===== src/core/vmon_pkg.sv =====
package vmon_pkg;
    // regulator count: five bucks in the low bits, then three linear
    localparam int NUM_BUCK = 5;
    localparam int NUM_LIN  = 3;
    localparam int NUM_REG  = NUM_BUCK + NUM_LIN;
    localparam int ADDR_W   = 8;
    localparam int DATA_W   = 32;
    localparam int CNT_W    = 15;

    // register offsets (byte addresses)
    localparam logic [ADDR_W-1:0] ENABLE_OFS   = 8'h00;
    localparam logic [ADDR_W-1:0] THRESH_OFS   = 8'h04;
    localparam logic [ADDR_W-1:0] DEBOUNCE_OFS = 8'h08;
    localparam logic [ADDR_W-1:0] STATUS_OFS   = 8'h0c;
    localparam logic [ADDR_W-1:0] IRQ_STAT_OFS = 8'h10;
    localparam logic [ADDR_W-1:0] IRQ_MASK_OFS = 8'h14;

    // field positions
    localparam int LOW_TH_POS  = 0;
    localparam int HIGH_TH_POS = 16;
    localparam int LOW_DB_POS  = 0;
    localparam int HIGH_DB_POS = 2;
    localparam int UV_POS      = 0;
    localparam int OV_POS      = 8;

    // threshold codes: low 00..11 = 95/93/91/89 %, high 00..11 = 105/107/109/111 %
    localparam logic [1:0] buck_low_threshold_default    = 2'h0;
    localparam logic [1:0] linear_low_threshold_default  = 2'h0;
    localparam logic [1:0] buck_high_threshold_default   = 2'h0;
    localparam logic [1:0] linear_high_threshold_default = 2'h0;

    // reset values
    localparam logic [NUM_REG-1:0]   ENABLE_RST  = 8'hff;
    localparam logic [1:0]           LOW_DB_RST  = 2'h2;
    localparam logic [1:0]           HIGH_DB_RST = 2'h0;
    localparam logic [2*NUM_REG-1:0] LOW_TH_RST  =
        {{NUM_LIN{linear_low_threshold_default}}, {NUM_BUCK{buck_low_threshold_default}}};
    localparam logic [2*NUM_REG-1:0] HIGH_TH_RST =
        {{NUM_LIN{linear_high_threshold_default}}, {NUM_BUCK{buck_high_threshold_default}}};

    // timing in microseconds and the clock rate
    localparam int CLK_MHZ      = 200;
    localparam int SLOW_CLK_KHZ = 100;
    localparam int LOW_DB_US0   = 5;
    localparam int LOW_DB_US1   = 15;
    localparam int LOW_DB_US2   = 25;
    localparam int LOW_DB_US3   = 40;
    localparam int HIGH_DB_US0  = 25;
    localparam int HIGH_DB_US1  = 50;
    localparam int HIGH_DB_US2  = 80;
    localparam int HIGH_DB_US3  = 125;
    localparam int SETTLE_US    = 30;

    // derived cycle counts
    localparam int LOW_DB_CYC0  = LOW_DB_US0 * CLK_MHZ;
    localparam int LOW_DB_CYC1  = LOW_DB_US1 * CLK_MHZ;
    localparam int LOW_DB_CYC2  = LOW_DB_US2 * CLK_MHZ;
    localparam int LOW_DB_CYC3  = LOW_DB_US3 * CLK_MHZ;
    localparam int HIGH_DB_CYC0 = HIGH_DB_US0 * CLK_MHZ;
    localparam int HIGH_DB_CYC1 = HIGH_DB_US1 * CLK_MHZ;
    localparam int HIGH_DB_CYC2 = HIGH_DB_US2 * CLK_MHZ;
    localparam int HIGH_DB_CYC3 = HIGH_DB_US3 * CLK_MHZ;
    localparam int SETTLE_CYC   = SETTLE_US * CLK_MHZ;
endpackage // vmon_pkg


===== src/core/vmon_top.sv =====
// Overview of operation
// RULE1 - separate UV and OV monitor per regulator
// RULE2 - per-regulator UV threshold code, 95 to 89 %
// RULE3 - per-regulator OV threshold code, 105 to 111 %
// RULE4 - shared UV debounce: 5/15/25/40 us
// RULE5 - UV debounce select resets to 10
// RULE6 - shared OV debounce: 25/50/80/125 us
// RULE7 - OV debounce select resets to 00
// RULE8 - enable bit turns both monitors on
// RULE9 - all enable bits reset to one
// RULE10 - secure mode: only secure writes change enables
// RULE11 - monitor masked until regulator in regulation
// RULE12 - disabling monitor clears its status indicators
// RULE13 - comparator ignored during 30 us settling
// RULE14 - debounce timing from the fixed control clock
// RULE15 - status sets after continuous debounce time
//
// Chosen here: the strobed register port and the register addresses.
module vmon_top #(
    parameter int LOW_DB_CYC0  = vmon_pkg::LOW_DB_CYC0,
    parameter int LOW_DB_CYC1  = vmon_pkg::LOW_DB_CYC1,
    parameter int LOW_DB_CYC2  = vmon_pkg::LOW_DB_CYC2,
    parameter int LOW_DB_CYC3  = vmon_pkg::LOW_DB_CYC3,
    parameter int HIGH_DB_CYC0 = vmon_pkg::HIGH_DB_CYC0,
    parameter int HIGH_DB_CYC1 = vmon_pkg::HIGH_DB_CYC1,
    parameter int HIGH_DB_CYC2 = vmon_pkg::HIGH_DB_CYC2,
    parameter int HIGH_DB_CYC3 = vmon_pkg::HIGH_DB_CYC3,
    parameter int SETTLE_CYC   = vmon_pkg::SETTLE_CYC
) (
    input  logic                             MCLK_I,
    input  logic                             RST_B_I,
    input  logic [vmon_pkg::ADDR_W-1:0]      ADDR_I,
    input  logic [vmon_pkg::DATA_W-1:0]      WDATA_I,
    input  logic                             WR_I,
    input  logic                             RD_I,
    input  logic                             SECURE_WR_I,
    input  logic                             SECURE_EN_I,
    input  logic [vmon_pkg::NUM_REG-1:0]     REG_ON_I,
    input  logic [vmon_pkg::NUM_REG-1:0]     REG_READY_I,
    input  logic [vmon_pkg::NUM_REG-1:0]     UV_CMP_I,
    input  logic [vmon_pkg::NUM_REG-1:0]     OV_CMP_I,
    output logic [vmon_pkg::DATA_W-1:0]      RDATA_O,
    output logic [2*vmon_pkg::NUM_REG-1:0]   UV_TH_O,
    output logic [2*vmon_pkg::NUM_REG-1:0]   OV_TH_O,
    output logic [vmon_pkg::NUM_REG-1:0]     UV_STATUS_O,
    output logic [vmon_pkg::NUM_REG-1:0]     OV_STATUS_O,
    output logic                             IRQ_O
);
    import vmon_pkg::*;

    typedef struct packed {
        logic [NUM_REG-1:0]   enable;
        logic [2*NUM_REG-1:0] low_th;
        logic [2*NUM_REG-1:0] high_th;
        logic [1:0]           low_db;
        logic [1:0]           high_db;
        logic [2*NUM_REG-1:0] irq_stat;
        logic [2*NUM_REG-1:0] irq_mask;
        logic [2*NUM_REG-1:0] st_prev;
        logic [DATA_W-1:0]    rdata;
    } top_state_t;

    localparam top_state_t TOP_RST = '{
        enable:   ENABLE_RST,
        low_th:   LOW_TH_RST,
        high_th:  HIGH_TH_RST,
        low_db:   LOW_DB_RST,
        high_db:  HIGH_DB_RST,
        irq_stat: '0,
        irq_mask: '0,
        st_prev:  '0,
        rdata:    '0
    };

    top_state_t             r_reg;
    top_state_t             r_next;
    logic [NUM_REG-1:0]     uv_s;
    logic [NUM_REG-1:0]     ov_s;
    logic [2*NUM_REG-1:0]   status;
    logic [2*NUM_REG-1:0]   evt;
    logic [CNT_W-1:0]       low_db_cnt;
    logic [CNT_W-1:0]       high_db_cnt;
    logic                   enable_wr_ok;
    logic                   enable_wr;

    // four-way pick of a debounce count from its select code
    function automatic logic [CNT_W-1:0] pick_count(
        input logic [1:0] sel,
        input int         c0,
        input int         c1,
        input int         c2,
        input int         c3
    );
        case (sel)
            2'h0:    pick_count = CNT_W'(c0);
            2'h1:    pick_count = CNT_W'(c1);
            2'h2:    pick_count = CNT_W'(c2);
            default: pick_count = CNT_W'(c3);
        endcase
    endfunction

    // debounce counts in control-clock cycles
    assign low_db_cnt  = pick_count(r_reg.low_db, LOW_DB_CYC0, LOW_DB_CYC1,
                                    LOW_DB_CYC2, LOW_DB_CYC3); // RULE4 RULE14
    assign high_db_cnt = pick_count(r_reg.high_db, HIGH_DB_CYC0, HIGH_DB_CYC1,
                                    HIGH_DB_CYC2, HIGH_DB_CYC3); // RULE6 RULE14

    // one monitor pair per regulator
    for (genvar g = 0; g < NUM_REG; g++) begin : g_chan // RULE1
        vmon_chan #(
            .CNT_W      (CNT_W),
            .SETTLE_CYC (SETTLE_CYC)
        ) u_chan (
            .clk_i       (MCLK_I),
            .rst_b_i     (RST_B_I),
            .enable_i    (r_reg.enable[g]), // RULE8
            .reg_on_i    (REG_ON_I[g]),
            .reg_ready_i (REG_READY_I[g]),
            .uv_cmp_i    (UV_CMP_I[g]),
            .ov_cmp_i    (OV_CMP_I[g]),
            .low_db_i    (low_db_cnt),
            .high_db_i   (high_db_cnt),
            .uv_s_o      (uv_s[g]),
            .ov_s_o      (ov_s[g])
        );
    end

    // status vector and its rising edges as interrupt events
    assign status = {ov_s, uv_s};
    assign evt    = status & ~r_reg.st_prev;

    // enable writes need the secure qualifier in secure mode
    assign enable_wr    = WR_I && (ADDR_I == ENABLE_OFS);
    assign enable_wr_ok = !SECURE_EN_I || SECURE_WR_I; // RULE10

    // outputs
    assign RDATA_O     = r_reg.rdata;
    assign UV_TH_O     = r_reg.low_th; // RULE2
    assign OV_TH_O     = r_reg.high_th; // RULE3
    assign UV_STATUS_O = uv_s;
    assign OV_STATUS_O = ov_s;
    assign IRQ_O       = |(r_reg.irq_stat & r_reg.irq_mask);

    // register writes, sticky events and read data
    always_comb begin
        r_next         = r_reg;
        r_next.st_prev = status;
        r_next.rdata   = '0;
        if (WR_I) begin
            case (ADDR_I)
                ENABLE_OFS: begin
                    if (enable_wr_ok) begin
                        r_next.enable = WDATA_I[NUM_REG-1:0]; // RULE8 RULE10
                    end
                end
                THRESH_OFS: begin
                    r_next.low_th  = WDATA_I[LOW_TH_POS +: 2*NUM_REG]; // RULE2
                    r_next.high_th = WDATA_I[HIGH_TH_POS +: 2*NUM_REG]; // RULE3
                end
                DEBOUNCE_OFS: begin
                    r_next.low_db  = WDATA_I[LOW_DB_POS +: 2]; // RULE4
                    r_next.high_db = WDATA_I[HIGH_DB_POS +: 2]; // RULE6
                end
                IRQ_STAT_OFS: begin
                    r_next.irq_stat = r_reg.irq_stat & ~WDATA_I[2*NUM_REG-1:0];
                end
                IRQ_MASK_OFS: begin
                    r_next.irq_mask = WDATA_I[2*NUM_REG-1:0];
                end
                default: begin
                end
            endcase
        end
        // a new event wins over a clear in the same cycle
        r_next.irq_stat = r_next.irq_stat | evt;
        if (RD_I) begin
            case (ADDR_I)
                ENABLE_OFS: begin
                    r_next.rdata[NUM_REG-1:0] = r_reg.enable;
                end
                THRESH_OFS: begin
                    r_next.rdata[LOW_TH_POS +: 2*NUM_REG]  = r_reg.low_th;
                    r_next.rdata[HIGH_TH_POS +: 2*NUM_REG] = r_reg.high_th;
                end
                DEBOUNCE_OFS: begin
                    r_next.rdata[LOW_DB_POS +: 2]  = r_reg.low_db;
                    r_next.rdata[HIGH_DB_POS +: 2] = r_reg.high_db;
                end
                STATUS_OFS: begin
                    r_next.rdata[UV_POS +: NUM_REG] = uv_s;
                    r_next.rdata[OV_POS +: NUM_REG] = ov_s;
                end
                IRQ_STAT_OFS: begin
                    r_next.rdata[2*NUM_REG-1:0] = r_reg.irq_stat;
                end
                IRQ_MASK_OFS: begin
                    r_next.rdata[2*NUM_REG-1:0] = r_reg.irq_mask;
                end
                default: begin
                    r_next.rdata = '0;
                end
            endcase
        end
    end

    // state register, reset loads the documented defaults
    always_ff @(posedge MCLK_I or negedge RST_B_I) begin
        if (!RST_B_I) begin
            r_reg <= TOP_RST; // RULE5 RULE7 RULE9
        end else begin
            r_reg <= r_next;
        end
    end

    // ordinary write cannot move an enable in secure mode
    a_secure_reject: assert property ( // RULE10
        @(posedge MCLK_I) disable iff (!RST_B_I)
        enable_wr && SECURE_EN_I && !SECURE_WR_I |=> $stable(r_reg.enable))
        else $error("enable changed by ordinary write in secure mode");

    // accepted enable write lands next cycle
    a_enable_write: assert property ( // RULE8
        @(posedge MCLK_I) disable iff (!RST_B_I)
        enable_wr && enable_wr_ok |=> r_reg.enable == $past(WDATA_I[NUM_REG-1:0]))
        else $error("accepted enable write not stored");

    // UV debounce select after reset
    a_low_db_reset: assert property ( // RULE5
        @(posedge MCLK_I) disable iff (!RST_B_I)
        $rose(RST_B_I) |-> r_reg.low_db == 2'h2)
        else $error("UV debounce select wrong after reset");

    // OV debounce select after reset
    a_high_db_reset: assert property ( // RULE7
        @(posedge MCLK_I) disable iff (!RST_B_I)
        $rose(RST_B_I) |-> r_reg.high_db == 2'h0)
        else $error("OV debounce select wrong after reset");

    // all monitors enabled after reset
    a_enable_reset: assert property ( // RULE9
        @(posedge MCLK_I) disable iff (!RST_B_I)
        $rose(RST_B_I) |-> r_reg.enable == 8'hff)
        else $error("monitor enables not all set after reset");

    // debounce code 00 selects the shortest UV count
    a_low_db_map: assert property ( // RULE4
        @(posedge MCLK_I) disable iff (!RST_B_I)
        WR_I && ADDR_I == DEBOUNCE_OFS && WDATA_I[1:0] == 2'h0 |=> low_db_cnt == CNT_W'(LOW_DB_CYC0))
        else $error("UV debounce count not following select");

    // unmasked event raises interrupt the next cycle
    a_irq_raise: assert property (
        @(posedge MCLK_I) disable iff (!RST_B_I)
        |(evt & r_reg.irq_mask) |=> IRQ_O)
        else $error("interrupt not raised on unmasked event");

    c_secure_reject: cover property (
        @(posedge MCLK_I) disable iff (!RST_B_I) enable_wr && !enable_wr_ok);
    c_irq_clear: cover property (
        @(posedge MCLK_I) disable iff (!RST_B_I) IRQ_O ##1 !IRQ_O);
endmodule // vmon_top


===== src/core/vmon_chan.sv =====
module vmon_chan #(
    parameter int CNT_W      = vmon_pkg::CNT_W,
    parameter int SETTLE_CYC = vmon_pkg::SETTLE_CYC
) (
    input  logic             clk_i,
    input  logic             rst_b_i,
    input  logic             enable_i,
    input  logic             reg_on_i,
    input  logic             reg_ready_i,
    input  logic             uv_cmp_i,
    input  logic             ov_cmp_i,
    input  logic [CNT_W-1:0] low_db_i,
    input  logic [CNT_W-1:0] high_db_i,
    output logic             uv_s_o,
    output logic             ov_s_o
);
    import vmon_pkg::*;

    typedef struct packed {
        logic [CNT_W-1:0] low_cnt;
        logic [CNT_W-1:0] high_cnt;
        logic [CNT_W-1:0] settle_cnt;
        logic             settled;
        logic             regulated;
        logic             uv_s;
        logic             ov_s;
    } chan_state_t;

    localparam logic [CNT_W-1:0] SETTLE_LAST = CNT_W'(SETTLE_CYC - 1);

    chan_state_t r_reg;
    chan_state_t r_next;
    logic        active;

    // monitor live only when enabled, settled and in regulation
    assign active = enable_i && r_reg.settled && r_reg.regulated;
    assign uv_s_o = r_reg.uv_s;
    assign ov_s_o = r_reg.ov_s;

    // settling, regulation masking and debounce
    always_comb begin
        r_next = r_reg;
        if (!enable_i) begin
            r_next.settled    = 1'b0;
            r_next.settle_cnt = '0;
        end else if (!r_reg.settled) begin
            if (r_reg.settle_cnt == SETTLE_LAST) begin
                r_next.settled = 1'b1; // RULE13
            end else begin
                r_next.settle_cnt = r_reg.settle_cnt + CNT_W'(1);
            end
        end
        if (!reg_on_i) begin
            r_next.regulated = 1'b0; // RULE11
        end else if (reg_ready_i) begin
            r_next.regulated = 1'b1;
        end
        if (active && uv_cmp_i) begin
            if (!r_reg.uv_s) begin
                if (r_reg.low_cnt == low_db_i - CNT_W'(1)) begin
                    r_next.uv_s = 1'b1; // RULE15
                end else begin
                    r_next.low_cnt = r_reg.low_cnt + CNT_W'(1);
                end
            end
        end else begin
            r_next.low_cnt = '0; // RULE15
            r_next.uv_s    = 1'b0; // RULE12
        end
        if (active && ov_cmp_i) begin
            if (!r_reg.ov_s) begin
                if (r_reg.high_cnt == high_db_i - CNT_W'(1)) begin
                    r_next.ov_s = 1'b1; // RULE15
                end else begin
                    r_next.high_cnt = r_reg.high_cnt + CNT_W'(1);
                end
            end
        end else begin
            r_next.high_cnt = '0;
            r_next.ov_s     = 1'b0; // RULE12
        end
    end

    // state register
    always_ff @(posedge clk_i or negedge rst_b_i) begin
        if (!rst_b_i) begin
            r_reg <= '0;
        end else begin
            r_reg <= r_next;
        end
    end

    // disabled monitor shows no status
    a_disable_clear: assert property ( // RULE12
        @(posedge clk_i) disable iff (!rst_b_i)
        !enable_i |=> !r_reg.uv_s && !r_reg.ov_s)
        else $error("status kept after monitor disable");

    // no status while settling
    a_settle_blank: assert property ( // RULE13
        @(posedge clk_i) disable iff (!rst_b_i)
        !r_reg.settled |=> !r_reg.uv_s && !r_reg.ov_s)
        else $error("status during settling time");

    // no status before regulation
    a_regulation_mask: assert property ( // RULE11
        @(posedge clk_i) disable iff (!rst_b_i)
        !r_reg.regulated |=> !r_reg.uv_s && !r_reg.ov_s)
        else $error("status before regulation reached");

    // undervoltage set only at debounce expiry
    a_low_debounce: assert property ( // RULE15
        @(posedge clk_i) disable iff (!rst_b_i)
        $rose(r_reg.uv_s) |-> $past(r_reg.low_cnt) == $past(low_db_i) - CNT_W'(1) && $past(uv_cmp_i))
        else $error("undervoltage status set early");

    // overvoltage set only at debounce expiry
    a_high_debounce: assert property ( // RULE15
        @(posedge clk_i) disable iff (!rst_b_i)
        $rose(r_reg.ov_s) |-> $past(r_reg.high_cnt) == $past(high_db_i) - CNT_W'(1) && $past(ov_cmp_i))
        else $error("overvoltage status set early");

    c_uv_set: cover property (@(posedge clk_i) disable iff (!rst_b_i) $rose(r_reg.uv_s));
    c_ov_set: cover property (@(posedge clk_i) disable iff (!rst_b_i) $rose(r_reg.ov_s));
endmodule // vmon_chan


===== config.mk =====
export PLATFORM = sky130hd
export DESIGN_NAME = vmon_top
export DESIGN_NICKNAME = d
export VERILOG_FILES = /design/src/core/vmon_pkg.sv /design/src/core/vmon_top.sv /design/src/core/vmon_chan.sv
export SDC_FILE = /design/constraint.sdc
export NUM_CORES = 1
export LEC_CHECK = 0
export ABC_AREA = 1
export BUFFER_PORTS_ARGS = -buffer_cell sky130_fd_sc_hd__buf_4
export CORE_ASPECT_RATIO = 1.75
export CORE_UTILIZATION = 55
export DETAILED_ROUTE_END_ITERATION = 12
export GPL_TIMING_DRIVEN = 0
export PLACE_DENSITY = 0.72
export SLEW_MARGIN = 30
export SYNTH_ARGS = -nofsm -noshare
export SYNTH_HDL_FRONTEND = slang
export SYNTH_HIERARCHICAL = 1
export SYNTH_SLANG_ARGS = --single-unit

===== constraint.sdc =====
create_clock -name MCLK_I -period 8.63 [get_ports MCLK_I]
set_clock_uncertainty 0.1 [all_clocks]
set_input_delay 0.863 -clock MCLK_I [delete_from_list [all_inputs] [get_ports MCLK_I]]
set_output_delay 0.863 -clock MCLK_I [all_outputs]
set_load 0.02 [all_outputs]

-- After elaboration in Yosys (flattened, before gate mapping)
Index checks and enable logic that the tools add are counted.
- memories: 0
- memory bits (read-only): 0
- input bits: 78
- bits in latches: 0
- RAM bits: 0
- register bits after elaboration: 516
- equal/unequal tests: 89
- bitwise gates (word level): 6
- multipliers: 0
- reduce and logical (&&, ||, !) cells: 66
- $lt $le $gt $ge: 0
- shifts and indexed selects: 0
- mux-type cells: 154
- add/sub/neg operators: 26
- div/mod/pow operators: 0
- operators by type and width (cell ; count):
    two-way mux 15 bit ; 56
    adder 15 x 1 -> 15 bit (second input constant) ; 24
    two-way mux 16 bit ; 19
    equality test 15 bit ; 16
    equality test 15 x 13 -> 1 bit (second input constant) ; 8
    inequality test 2 bit (second input constant) ; 48
    two-way mux 1 bit ; 72
    two-way mux 32 bit ; 2
    AND reduction 2 bit ; 27
    bitwise AND 16 bit ; 3
    case mux 15 bit (3 select lines) ; 1
    case mux 13 bit (3 select lines) ; 1
    logical AND 1 bit ; 32
    NOT 16 bit ; 2
    case mux 8 bit (4 select lines) ; 1
    case mux 4 bit (6 select lines) ; 1
    case mux 4 bit (5 select lines) ; 1
    equality test 8 x 4 -> 1 bit (second input constant) ; 2
    equality test 8 x 5 -> 1 bit (second input constant) ; 2
    inequality test 2 x 1 -> 1 bit (second input constant) ; 8
    bitwise OR 16 bit ; 1
    OR reduction 16 bit ; 1
    subtractor 15 x 1 -> 15 bit (second input constant) ; 1
    subtractor 13 x 1 -> 14 bit (second input constant) ; 1
    other kinds (8) ; 11

-- Longest topological paths before layout
- word-level depth: 7
- mapped depth: 19

-- By module
Netlist, hierarchy kept.
- modules (own cells, without submodules) (module ; sequential area each (um^2) ; area each (um^2) ; instances ; cells each):
    vmon_chan at g_chan[0].u_chan ... ; 1226.2 ; 4252.8 ; 7 ; 625
    vmon_top ; 3114.2 ; 6053.3 ; 1 ; 694
    vmon_chan at g_chan[7].u_chan ; 1226.2 ; 4227.8 ; 1 ; 662

-- Worst setup path before layout
No wires, ideal clock.
- path kind: register -> register
- start: register, netlist name r_reg[80]
- end: register g_chan[7].u_chan/r_reg[25] (netlist name)
- slack: 4.550 ns
- clock period less this slack: 4.080 ns
- arrival time: 3.862 ns
- cell stages (with the launch flop): 14
- data required time: 8.412 ns
- library setup time: 0.118 ns
- path through: dfrtp_1 ha_1 inv_1 nor2_1 nand2_1 nor2_1 nand3b_1 nand2_1 nand4_1 nor2_1 nand3_2 buf_2 nand3_1 nand2_1
- RTL lines (element ; line ; RTL):
    end signal, assigned ; vmon_chan.sv:89 ; r_reg <= r_next;
    end, declared ; vmon_chan.sv:31 ; chan_state_t r_reg;

==> qor.csv <==
metric,value,unit
slew_violations,0,
critPathMaxFanout,25,
fmax,0.270,GHz
cpMaxStageDelayCell,ha_2,
leading_cell_types_by_total_area_after_synthesis,"dfrtp_1, nand2_1, inv_1",
post_route_cells_drive_above_1_share,14.1,%
seq_area,12900,sq um
cts_sinks,516,
switching_power,0.00165,W
average_instance_area_after_synthesis,6.99,sq um
p_clk_share,42.5,%
io_pins,159,
required,9.10,ns
cts_buffer_depth,3,
finalHoldViolCount,0,
seq_power_share,42.5,%
fin_nets,6329,
die-height,359,microns
power_switching_share,28.5,%
ys_async_sr_fraction,100,%
groute.usage.overall,29.5,%
place.detailed.instances,7069,
number_of_h_tree_levels,2,
critPathTopFamily,buffers and inverters,
detailroute.via_count,37700,
outcome,"complete, no violations",
cp.arrival,4.17,ns
dominantRegCellSynth,dfrtp_1,
initialDrtViolationCount,2107,
route.final.wire_length,108000,microns
worst_slack,4.93,ns
drt-vias-per-instance,5.25,
netlist-cell-type-count,51,
final_antenna_net_count,0,
crit_chain,inv_1 > ha_2 > buf_12 > inv_2 > buf_12 > nor2_1 > nand2_1 > o21ai_0 > nand2_1 > nand2_1 > nand2_1 > nor2_1 > nand2_1 > o21bai_4 > buf_6 > nand3_1 > nand2_1,
layout_common_cells,"nand2_1, inv_1, nor2_1",
final_min_period_over_clock_period,42.9,%
crit_path_buffers_inverters,5,
start_util,55.7,%
buffer_ports.inserted,158,
synth.yosys.seq_area_share,32.3,%
synth_enable_flop_cells,0,
cts_tree,done,
final.fill_count,6657,
yosys_register_bits,516,
post_cts.repair.setup_buffers,0,
hp-class,primary input to asynchronous set/reset pin,
grt_start_max_net_pins,83,
intPower,0.00414,W
max-cap-violations,0,
post_synthesis_cell_area,40100,sq um
critical-path-top-cell-by-count,nand2_1,
dp_hpwl,81200,microns
worst_setup_path_start_kind,flip-flop,
grt_first_pass_wirelength,178000,microns
power-per-cell-area,127,nW/um^2
setup.worst_path.class,flip-flop to flip-flop,
power.share.combinational,14.9,%
unrepaired_setup_endpoints_after_global_routing,false,
critical-path-max-stage-delay,0.56,ns
final_period_minus_worst_setup_slack,3.70,ns
layout_commonest_cell,nand2_1,
globalplace.congestion,0.929,
design.die.area,73900,sq um
critical_path_sink_type,flip-flop,
yosysTopAreaCell,dfrtp_1,
final_cells,7170,
area.growth.synth_to_final,13.9,%
synth_warn,6,
overall_die_width,206,microns
cts.clk_slew.worst_paths,0.06,ns
worstMarginPinSlew,0.792,ns
gr-total-overflow,0,
peakVddDrop,0.000168,V
detail_route.drc_violations,0,
route.detailed.wl_per_inst,15.0,microns
final_setup_tns,0,ns
antenna_found_initial,3,
postCtsHoldBufs,0,
clk_latency,0.63,ns
multi_input_combinational_cell_area,23400,sq um
ctsResizeCount,0,
worst_slew_margin_rel,47.2,%
dp_worst_setup_slack,4.98,ns
core,71900,sq um
setup-violations-final,0,
flip_flop_count_of_the_largest_register_all_copies_and_words_added,376,
drt_pre_antenna_iters,5,
count_of_mapped_cells_out_of_synthesis,5731,
cts.root.buffer_cell,clkbuf_16,
p_leak,23.3,nW
std_cell_rows,130,
cts_buffers,53,
synth_top_area_share,31.7,%
number_of_global_route_vias_before_repair,36900,
Yosys cell counts (9+ instances only):
cell type and number:
nand2_2 28, nand4_1 276, o21ai_0 98, a21oi_2 15
buf_4 89, nand2_1 1504, o22ai_1 15, a21oi_1 83
nor2_2 101, nor2_1 528, and2_1 16, inv_2 33
nand2_4 30, xor2_1 267, clkinv_1 22, a2bb2oi_1 16
dfstp_2 9, clkbuf_2 9, dfrtp_1 507, nor4_1 40
buf_12 14, ha_1 51, or2_2 10, o21ai_1 63
nand3_2 150, nor2_4 42, xnor2_1 136, inv_1 760
buf_2 54, o21a_1 16, nand3b_1 45, clkbuf_1 50
nor3_1 105, nand3_1 473
metal layers:
| layer | track usage (%) | routed length (microns) | share of wire (%) |
|---|---|---|---|
| met2 | 55.0 | 56500 | 52 |
| met3 | 3.31 | 4850 | 4.5 |
| met1 | 32.0 | 40700 | 38 |
| met4 | 15.6 | 5860 | 5.4 |
| met5 | 0 | 0 | 0 |
logic make-up (layout without fill, tap and decap cells):
family | Yosys count | in the layout | synth area share (%)
AOI/OAI and AO/OA | 340 | 340 | 4.97
other | 2 | 241 | 0.0188
xor gates and xnor gates | 403 | 403 | 8.81
buffers and inverters | 1045 | 1321 | 11.5
DFF | 516 | 516 | 32.3
adders and majority gates | 51 | 51 | 1.59
and+or+nand+nor | 3374 | 3374 | 40.8
stage by stage:
| step | hold slack [ns] | area (sq um) | power, W | utilization [%] |
|---|---|---|---|---|
| final | 0.0602 | 45600 | 0.00579 | 63.5 |
| after global routing | 0.0789 | 45600 | 0.00605 | 63.5 |
| after CTS | 0.0467 | 45600 | 0.00584 | 63.5 |
| after detailed placement | 0.356 | 43800 | 0.00336 | 60.9 |
| after global placement | 0.352 | 43300 | 0.00331 | 60.2 |
| after floorplan | 0.315 | 40900 | 0.00307 | - |
cell type report:
| class | count | area share [%] |
|---|---|---|
| clock inverter | 28 | 0.762 |
| timing repair buffer | 176 | 3.60 |
| tap | 924 | 2.53 |
| inverter | 815 | 6.71 |
| clock buffer | 72 | 3.26 |
| antenna | 1 | 0.00548 |
| sequential | 516 | 28.3 |
| multi-input combinational | 4408 | 51.4 |
| buffer | 230 | 3.42 |
power by group through the flow:
stage	logic [W]	registers, W	clock network, W
after global placement	0.000804	0.00251	0
after CTS	0.000855	0.00246	0.00253
after global routing	0.000973	0.00246	0.00261
final	0.000864	0.00246	0.00246
after floorplan	0.000571	0.00250	0
after detailed placement	0.000852	0.00251	0
final timing paths:
check	to	start	slack (ns)	cells past startpoint
setup / recovery	g_chan[7].u_chan/r_reg[29]	r_reg[80]	4.93	17
hold / removal	g_chan[7].u_chan/r_reg[5]	RST_B_I	0.06	1
setup reg to reg	g_chan[7].u_chan/r_reg[29]	r_reg[80]	4.93	17
hold reg to reg	g_chan[4].u_chan/r_reg[18]	g_chan[4].u_chan/r_reg[18]	0.36	1
max in group asynchronous	g_chan[3].u_chan/r_reg[6]	RST_B_I	7.17	3
min in group MCLK_I	g_chan[0].u_chan/r_reg[2]	REG_ON_I[0]	0.33	2
(Power assumes the default switching activity.)
